File: src/shared/acsh_defines.svh
// Functional notes
// - busy rises on start, falls after all converted
// - first-result flag high while pointer at register one
// - start edge holds all four channels together
// - channel selection captured on start edge
// - read and write strobes ignored while chip select high
// - data driven only while read and select low
// - write rising edge stores data_line_zero..three
// - hardware include pin one includes channel
// - sequence source pin picks register or pins
// - external clock: sixteen cycles per channel
`ifndef ACSH_DEFINES_SVH
`define ACSH_DEFINES_SVH
`define ACSH_NCH 4
`define ACSH_DW 14
`define ACSH_EXT_CYCLES 5'h10
`define ACSH_INT_CYCLES 5'h10
`define ACSH_SEL_RST 4'hF
`define ACSH_CNT_ONE 5'h01
`define ACSH_ZERO5 5'h00
`endif

File: src/shared/acsh_pkg.sv
package acsh_pkg;
	typedef logic [3:0] acsh_mask_t; // one bit per channel
	typedef logic [13:0] acsh_word_t; // one conversion result
	typedef enum logic [1:0] {ACSH_IDLE, ACSH_CONV, ACSH_NEXT} acsh_state_t;
endpackage : acsh_pkg

File: src/shared/acsh_res_if.sv
`timescale 1ns/1ns
// result hand-off between converter core and host port
interface acsh_res_if;
	logic wr; // one-cycle result write
	logic [1:0] ch; // channel of result
	logic [13:0] data; // result word
	logic start; // new sequence began
	modport core (output wr, output ch, output data, output start);
	modport port (input wr, input ch, input data, input start);
endinterface : acsh_res_if

File: src/logic/acsh_result_regs.sv
`timescale 1ns/1ns
`include "acsh_defines.svh"
// result registers and read pointer
module acsh_result_regs (
	input wire logic i_core_clk, // core clock
	input wire logic i_arst_n, // async reset
	acsh_res_if.port res, // results from core
	input wire acsh_pkg::acsh_mask_t i_seq, // latched sequence
	input wire logic i_rd_done, // read finished pulse
	output logic [13:0] o_word, // word at pointer
	output logic o_first // pointer at register one
);
	import acsh_pkg::*;
	acsh_word_t mem_ff [`ACSH_NCH]; // result registers
	logic [1:0] ptr_ff; // output pointer
	logic [1:0] first_ch; // lowest selected channel
	logic [1:0] nxt_ptr; // next selected channel
	// storage of results
	always_ff @(posedge i_core_clk or negedge i_arst_n) begin
		if (!i_arst_n) begin
			for (int i = 0; i < `ACSH_NCH; i++) mem_ff[i] <= '0;
		end else if (res.wr) begin
			mem_ff[res.ch] <= res.data;
		end
	end
	// lowest and next selected channels
	always_comb begin
		first_ch = 2'h0;
		nxt_ptr = ptr_ff;
		for (int i = `ACSH_NCH - 1; i >= 0; i--) begin
			if (i_seq[i]) first_ch = 2'(i);
		end
		for (int i = `ACSH_NCH - 1; i >= 0; i--) begin
			if (i_seq[i] && 2'(i) > ptr_ff) nxt_ptr = 2'(i);
		end
		if (nxt_ptr == ptr_ff) nxt_ptr = first_ch;
	end
	// pointer walk
	always_ff @(posedge i_core_clk or negedge i_arst_n) begin
		if (!i_arst_n) begin
			ptr_ff <= 2'h0;
		end else if (res.start) begin
			ptr_ff <= first_ch;
		end else if (i_rd_done) begin
			ptr_ff <= nxt_ptr;
		end
	end
	assign o_word = mem_ff[ptr_ff];
	assign o_first = (ptr_ff == first_ch);
endmodule : acsh_result_regs

File: src/logic/acsh_top.sv
`timescale 1ns/1ns
`include "acsh_defines.svh"
// conversion control and parallel host port
module acsh_top (
	input wire logic i_core_clk, // core clock
	input wire logic i_arst_n, // async reset
	input wire logic i_conversion_start_n, // start strobe, rising edge
	input wire logic i_cs_n, // chip select
	input wire logic i_rd_n, // read strobe
	input wire logic i_wr_n, // write strobe
	input wire logic i_sw_seq_sel, // high: register sequence
	input wire logic i_ext_clk_sel, // high: external clock, register sequence mode only
	input wire logic i_ext_conv_clk, // external conversion clock, sampled
	input wire logic i_hw_include_ch1, // channel 1 include
	input wire logic i_hw_include_ch2, // channel 2 include
	input wire logic i_hw_include_ch3, // channel 3 include
	input wire logic i_hw_include_ch4, // channel 4 include
	input wire logic [13:0] i_db, // data bus in
	input wire logic [55:0] i_sample, // analog samples, 4x14
	output logic [13:0] o_db, // data bus out
	output logic o_db_oe_n, // bus enable, low drives
	output logic o_busy, // sequence running
	output logic o_first_result_flag, // pointer at register one
	output logic o_hold, // track/holds in hold
	output logic o_eoc_n // end of each conversion
);
	import acsh_pkg::*;
	acsh_res_if res (); // results to register file
	logic cst_ff, wr_ff, rd_ff; // strobe delays
	logic eclk_ff; // external clock delay
	acsh_mask_t sel_ff; // software channel select
	acsh_mask_t seq_ff; // latched sequence
	acsh_mask_t left_ff; // channels still to convert
	acsh_state_t st_ff; // sequencer state
	logic [4:0] cnt_ff; // cycles in conversion
	logic [1:0] ch_ff; // channel converting
	logic [55:0] held_ff; // held samples
	logic busy_ff, eoc_ff, oe_ff; // outputs
	logic [13:0] db_ff; // bus data
	logic start, wr_rise, rd_end, tick; // events
	acsh_mask_t seq_src; // chosen sequence
	logic [1:0] low_ch; // lowest remaining channel
	logic [13:0] word; // word at pointer
	logic rd_act; // read enabled
	logic start_d_ff; // start seen last cycle, seq_ff now valid
	assign start = i_conversion_start_n && !cst_ff && st_ff == ACSH_IDLE;
	assign rd_act = !i_cs_n && !i_rd_n;
	assign wr_rise = i_wr_n && !wr_ff && !i_cs_n && i_rd_n;
	assign rd_end = i_rd_n && !rd_ff && !i_cs_n;
	// conversion clock: external edges only in software mode
	assign tick = (i_sw_seq_sel && i_ext_clk_sel) ? (i_ext_conv_clk && !eclk_ff) : 1'b1;
	// sequence source select
	assign seq_src = i_sw_seq_sel ? sel_ff :
		{i_hw_include_ch4, i_hw_include_ch3, i_hw_include_ch2, i_hw_include_ch1};
	// lowest remaining channel
	always_comb begin
		low_ch = 2'h0;
		for (int i = `ACSH_NCH - 1; i >= 0; i--) begin
			if (left_ff[i]) low_ch = 2'(i);
		end
	end
	// strobe edge history
	always_ff @(posedge i_core_clk or negedge i_arst_n) begin
		if (!i_arst_n) begin
			cst_ff <= 1'b1;
			wr_ff <= 1'b1;
			rd_ff <= 1'b1;
			eclk_ff <= 1'b0;
		end else begin
			cst_ff <= i_conversion_start_n;
			wr_ff <= i_wr_n;
			rd_ff <= i_rd_n;
			eclk_ff <= i_ext_conv_clk;
		end
	end
	// start delayed one cycle so the pointer restarts on the new sequence
	always_ff @(posedge i_core_clk or negedge i_arst_n) begin
		if (!i_arst_n) begin
			start_d_ff <= 1'b0;
		end else begin
			start_d_ff <= start;
		end
	end
	// software channel select register
	always_ff @(posedge i_core_clk or negedge i_arst_n) begin
		if (!i_arst_n) begin
			sel_ff <= `ACSH_SEL_RST;
		end else if (wr_rise) begin
			sel_ff <= i_db[3:0];
		end
	end
	// sequencer
	always_ff @(posedge i_core_clk or negedge i_arst_n) begin
		if (!i_arst_n) begin
			st_ff <= ACSH_IDLE;
			seq_ff <= '0;
			left_ff <= '0;
			cnt_ff <= `ACSH_ZERO5;
			ch_ff <= 2'h0;
			held_ff <= '0;
			busy_ff <= 1'b0;
			eoc_ff <= 1'b1;
		end else begin
			eoc_ff <= 1'b1;
			case (st_ff)
				// waiting for an accepted start edge
				ACSH_IDLE: begin
					if (start) begin
						seq_ff <= seq_src;
						left_ff <= seq_src;
						held_ff <= i_sample;
						busy_ff <= 1'b1;
						st_ff <= ACSH_NEXT;
					end
				end
				// pick the lowest remaining channel or finish
				ACSH_NEXT: begin
					if (left_ff == '0) begin
						busy_ff <= 1'b0;
						st_ff <= ACSH_IDLE;
					end else begin
						ch_ff <= low_ch;
						left_ff[low_ch] <= 1'b0;
						cnt_ff <= `ACSH_ZERO5;
						st_ff <= ACSH_CONV;
					end
				end
				// count conversion ticks for the current channel
				ACSH_CONV: begin
					if (tick) begin
						cnt_ff <= cnt_ff + `ACSH_CNT_ONE;
						if (cnt_ff == ((i_sw_seq_sel && i_ext_clk_sel) ? `ACSH_EXT_CYCLES : `ACSH_INT_CYCLES)
							- `ACSH_CNT_ONE) begin
							eoc_ff <= 1'b0;
							st_ff <= ACSH_NEXT;
						end
					end
				end
				// stray code falls back to idle
				default: st_ff <= ACSH_IDLE;
			endcase
		end
	end
	// result hand-off, restart one cycle after the start edge
	assign res.start = start_d_ff;
	assign res.wr = st_ff == ACSH_CONV && !eoc_ff == 1'b0 && tick &&
		cnt_ff == ((i_sw_seq_sel && i_ext_clk_sel) ? `ACSH_EXT_CYCLES : `ACSH_INT_CYCLES) - `ACSH_CNT_ONE;
	assign res.ch = ch_ff;
	assign res.data = held_ff[ch_ff * `ACSH_DW +: `ACSH_DW];
	acsh_result_regs u_regs (
		.i_core_clk(i_core_clk),
		.i_arst_n(i_arst_n),
		.res(res),
		.i_seq(seq_ff),
		.i_rd_done(rd_end),
		.o_word(word),
		.o_first(o_first_result_flag)
	);
	// read bus drive
	always_ff @(posedge i_core_clk or negedge i_arst_n) begin
		if (!i_arst_n) begin
			oe_ff <= 1'b0;
			db_ff <= '0;
		end else begin
			oe_ff <= rd_act;
			db_ff <= rd_act ? word : db_ff;
		end
	end
	// outputs from their registers, bus enable also gated by the live read
	assign o_db = db_ff;
	assign o_db_oe_n = !(oe_ff && rd_act);
	assign o_busy = busy_ff;
	assign o_hold = busy_ff;
	assign o_eoc_n = eoc_ff;
endmodule : acsh_top

File: config.mk
export PLATFORM = sky130hd
export DESIGN_NAME = acsh_top
export DESIGN_NICKNAME = d
export VERILOG_FILES = /design/src/shared/acsh_pkg.sv /design/src/shared/acsh_res_if.sv /design/src/logic/acsh_result_regs.sv /design/src/logic/acsh_top.sv
export VERILOG_INCLUDE_DIRS = /design/src /design/src/shared
export SDC_FILE = /design/constraint.sdc
export NUM_CORES = 1
export LEC_CHECK = 0
export BUFFER_PORTS_ARGS = -buffer_cell sky130_fd_sc_hd__buf_2
export CORE_MARGIN = 2
export CORE_UTILIZATION = 30
export DETAILED_ROUTE_END_ITERATION = 8
export REMOVE_ABC_BUFFERS = 1
export SYNTH_ARGS = -nofsm -noshare
export SYNTH_HDL_FRONTEND = slang
export SYNTH_HIERARCHICAL = 1
export SYNTH_SLANG_ARGS = --single-unit
export TNS_END_PERCENT = 10
File: constraint.sdc
create_clock -name i_core_clk -period 3.55 [get_ports i_core_clk]
set_input_delay 0.355 -clock i_core_clk [delete_from_list [all_inputs] [get_ports i_core_clk]]
set_output_delay 0.355 -clock i_core_clk [all_outputs]
set_load 0.01 [all_outputs]
Yosys cells after proc, flatten, opt, wreduce, memory -nomap -nowiden
Index checks and enable logic that the tools add are counted.
Widths: inputs -> output; s select.
{ "classes": {"addsub": 1, "eq_ne": 10, "n_lt_le_gt_ge": 9, "multipliers": 1, "bitwise_logic": 5, "reduce_logical": 38, "n_mux": 42, "shift": 1, "div_mod_pow": 0} }
{ "ops": {"columns": ["op", "count"], "rows": [
  ["$bwmux 56", 1],
  ["$shiftx 56x7->14", 1],
  ["$mux 14", 3],
  ["$mux 2", 18],
  ["$bmux 14 s2", 1],
  ["$demux 14 s2", 1],
  ["$logic_and 1x1->1", 20],
  ["$mux 4", 3],
  ["$reduce_and 3->1", 4],
  ["$mux 5", 2],
  ["$ne 2x2->1 const B", 5],
  ["$pmux 5 s2", 1],
  ["$mux 1", 8],
  ["$pmux 4 s2", 1],
  ["$logic_not 1->1", 7],
  ["$ge 3x3->1 const B", 2],
  ["$not 2->3", 2],
  ["$pmux 2 s3", 1],
  ["$reduce_bool 2->1", 3],
  ["$add 5x1->5 const B", 1],
  ["$eq 5x4->1 const B", 1],
  ["$mul 2x3->5 const B", 1],
  ["$and 4x4->4", 1],
  ["$eq 2x2->1", 2],
  ["other kinds (14)", 17]
]} }
{ "word_totals": {"mem_count": 0, "mem_bits_ro": 0, "word_cells": 128, "register_bits": 157, "input_bits": 83, "ram_bits": 0, "latch_bits": 0} }

Depth between registers and ports, before layout
{ "depth": {"word_depth": 12, "depth_mapped": 9} }

Modules after synthesis
Netlist, hierarchy kept.
{ "modules_own_cells": {"columns": ["mod", "cells_each", "area_per_inst_um2", "n_inst", "seq_area_each_um2"], "rows": [
  ["acsh_top", 389, 4194.0, 1, 2487.4],
  ["acsh_result_regs", 165, 2646.3, 1, 1451.4]
]} }

Worst setup path before layout
OpenSTA, ideal clock, no wires.
{ "synth_path": {"kind": "register to register", "start": "register cnt_ff[0]", "end": "register u_regs/mem_ff[42] (netlist name)", "path_buffers": 1, "stages_incl_launch_ff": 10, "required_ps": 3425, "path_slack_ps": 1383, "t_arrival_ps": 2043, "path_cell_list": "dfrtp_1 -> ha_1 -> and3_1 -> ha_1 -> o21ai_0 -> nand2b_1 -> nor2_1 -> nor3b_4 -> buf_4 -> mux2_2"} }
{ "synth_via": {"elab_chain_cells": 2} }
{ "synth_rtl": {"columns": ["element", "line_no", "text"], "rows": [
  ["start: declaration", "acsh_top.sv:35", "logic [4:0] cnt_ff;"],
  ["start signal: assignment", "acsh_top.sv:98", "cnt_ff <= `ACSH_ZERO5;"],
  ["start signal: assignment", "acsh_top.sv:124", "cnt_ff <= `ACSH_ZERO5;"],
  ["start signal: assignment", "acsh_top.sv:131", "cnt_ff <= cnt_ff + `ACSH_CNT_ONE;"],
  ["$eq 5x4->1 (no source line)", null, null],
  ["$logic_and 1x1->1 (no source line)", null, null],
  ["net res.wr", "acsh_res_if.sv:4", "logic wr;"],
  ["end signal: indexed assignment", "acsh_result_regs.sv:23", "mem_ff[res.ch] <= res.data;"],
  ["end: declaration", "acsh_result_regs.sv:14", "acsh_word_t mem_ff [`ACSH_NCH];"]
]} }
The timed path passes the listed nets, and every way through them passes these cells.
A chain may end at the register's enable or synchronous reset.

Worst setup path in the final report
{ "layout_path": {"start": "register cnt_ff[0]", "end": "register u_regs/mem_ff[53] (netlist name)"} }
The elaborated chain is that of the path after synthesis.

==> impl_metrics.csv <==
group,metric,value,unit
status,status,"complete, no violations",
floorplanning,io_pins,102,
final_layout,final_common_cell,"nand2_1",
final_layout,num-nets-final,730,
place,io_buffer_count,91,
timing,rsz0062_at_grt,"no",
route,vias,4339,
synthesis,synth-edff-count,0,
timing,slew_headroom,0.344,
global_route,grt_pass1_wl,23800,um
setup_path,cp-end-kind,"flop",
synthesis,ys_ff_latch,157,
route,viasPerCell,4.60,
floorplanning,die_w,155,um
route,drc,0,
cts,clk_pin_slew,60,ps
synthesis,avgSynthCellArea,12.3,um2
route,dr.pass1.iters,4,
cts,cts_tree,"yes",
timing,report.final.hold_viol_count,0,
place,gp_congestion,0.700,
floorplanning,start_util,0.304,
setup_path,crit_top_cell,"ha_1",
setup_path,cp_data_required_time,3850,ps
global_route,grtUsageTotal,0.126,
cts,clock_path_buffers,2,
timing,max_freq,421,MHz
pwr,ir_drop,0.328,mV
global_route,grt_max_degree,99,
cts,root_buffer,"clkbuf_16",
synthesis,syn_area,6840,um2
cts,cts.sinks,157,
setup_path,cp_max_fo,14,
run,drv_cap,0,
timing,setup_viol,0,
final_layout,drive_above_1_share,0.374,
floorplanning,design.core.area,22500,um2
setup_path,crit_type,"reg2reg",
global_route,grt.overflow.total,0,
cts,cts-resized-gates,0,
synthesis,seq_area_frac_synth,0.576,
route,finalWirelength,13900,um
synthesis,ys_types,45,
synthesis,async_flop_share,1.00,
timing,finClkSkew,7.25,ps
setup_path,cp_cell_sequence,"ha_1, and3_1, ha_1, o21ai_0, nand2b_1, nor2_1, nor3b_4, buf_4, mux2_2",
synthesis,synth_top_area_cell,"dfrtp_1",
pwr,power_leakage,4.11,nW
min_path,hold_path_class,"in2async",
cts,htreeDepth,4,
timing,drv_slew,0,
synthesis,yosys_warnings,6,
cts,cts_hold_buf,0,
cts,cts_made_buffers,17,
timing,post-route-min-period,2380,ps
final_layout,area_growth,19.2,%
timing,finalCritPeriodShare,0.669,
global_route,grt_pass1_vias,4527,
floorplanning,rows,55,
synthesis,synth_ff_type,"dfrtp_1",
setup_path,startpoint_type,"flop",
setup_path,cp.arrival,2670,ps
floorplanning,fp.dieArea,24000,um2
cts,clk_latency,420,ps
timing,hold_slack,21.1,ps
route,first_iter_violations,192,
timing,tns,0,ps
pwr,p_per_area,743,nW/um2
route,antenna_left,0,
final_layout,final_cell_mix,"nand2_1, dfrtp_1, buf_2, mux2_2, mux4_2",
setup_path,slowest_delay,390,ps
route,wl_per_cell,14.7,um
setup_path,cp_slowest_cell,"dfrtp_1",
global_route,antenna_found_initial,0,
synthesis,synth_area_leaders,"dfrtp_1, mux2_2, nand2_1",
timing,tightestPinTransition,985,ps
place,hpwl,9060,um
synthesis,netlist_instances,554,
final_layout,antenna_cells,0,
cts,cts_setup_buffers,0,
floorplanning,die_h,155,um
synthesis,synth_top_area_share,0.545,
worst paths after layout:
path                             start           endpoint  slack, ps  depth (start not counted)
max                          cnt_ff[0]  u_regs/mem_ff[53]       1170                          9
min                           i_arst_n        held_ff[35]         20                          1
max reg2reg                  cnt_ff[0]  u_regs/mem_ff[53]       1170                          9
min reg2reg                held_ff[47]        held_ff[47]        470                          2
max in group asynchronous     i_arst_n          sel_ff[2]       2680                          2
min in group i_core_clk         i_wr_n              wr_ff         40                          1
cells by family (layout without fill, tap and decap cells):
family | Yosys count | in the layout | synth area share
fa+ha+maj | 2 | 2 | 0.00366
mux | 109 | 109 | 0.224
xor+xnor | 2 | 2 | 0.00256
buf+inv | 36 | 140 | 0.0327
flops | 157 | 157 | 0.576
simple gates | 217 | 217 | 0.132
compound gates | 31 | 31 | 0.0291
area by class of cell:
cell class | instances | area (um2)
clock inverter | 13 | 161
multi-input combinational | 361 | 2680
timing repair buffer | 100 | 542
clock buffer | 19 | 443
sequential | 157 | 3940
inverter | 8 | 35.0
fill | 2161 | 14300
tap | 285 | 357
metrics by stage:
stage               std cells  total power, W   util  area (um2)  setup WS, ps
finish                    943         0.00606  0.362        8160          1170
global route              943         0.00648  0.362        8160          1010
CTS                       943         0.00616  0.362        8160          1140
detailed placement        911         0.00426  0.336        7550          1150
global placement          911         0.00421  0.336        7550          1210
floorplan                 526         0.00370      -        6650           760
cell usage after synthesis, types with 2 or more instances:
| library cell | count |
|---|---|
| a21o_1 | 3 |
| a21oi_1 | 7 |
| buf_2 | 10 |
| buf_4 | 7 |
| buf_6 | 6 |
| clkbuf_1 | 5 |
| dfrtp_1 | 149 |
| dfstp_2 | 8 |
| ha_1 | 2 |
| inv_1 | 7 |
| mux2_2 | 74 |
| mux2i_1 | 7 |
| mux4_2 | 28 |
| nand2_1 | 180 |
| nand2b_1 | 4 |
| nand3_1 | 2 |
| nand3b_1 | 2 |
| nor2_1 | 12 |
| nor2b_1 | 3 |
| nor3_1 | 3 |
| o21a_1 | 2 |
| o21ai_0 | 4 |
| o21ai_1 | 5 |
| o22ai_1 | 2 |
| or4b_1 | 2 |
power by group:
| part | internal [W] | leakage (nW) | switching (W) |
|---|---|---|---|
| Sequential | 0.00230 | 2.04 | 0.000425 |
| Clock | 0.00113 | 0.298 | 0.000733 |
| Combinational | 0.000731 | 1.77 | 0.000746 |
sequential cells by signal (all words and copies together), names as in the netlist, 2 cells and up:
register / count
held_ff: 56
u_regs/ptr_ff: 2
o_db: 14
u_regs/mem_ff: 56
st_ff: 2
left_ff: 4
sel_ff: 4
ch_ff: 2
seq_ff: 4
cnt_ff: 5
worst max-delay path, delay by kind of cell, from the launching register on:
kind | cells | cell delay, ps
and+or+nand+nor | 4 | 820
buffers and inverters | 1 | 280
adders and majority gates | 2 | 310
DFF | 1 | 390
AOI/OAI and AO/OA | 1 | 90
muxes | 1 | 370
per-layer routing:
layer	wire, um	track usage	part of all wire
met4	148	0.0410	0.011
met3	335	0.0270	0.024
met2	6710	0.200	0.48
met1	6700	0.173	0.48
met5	0	0	0
Note: power is estimated with default switching activity, not from simulation.
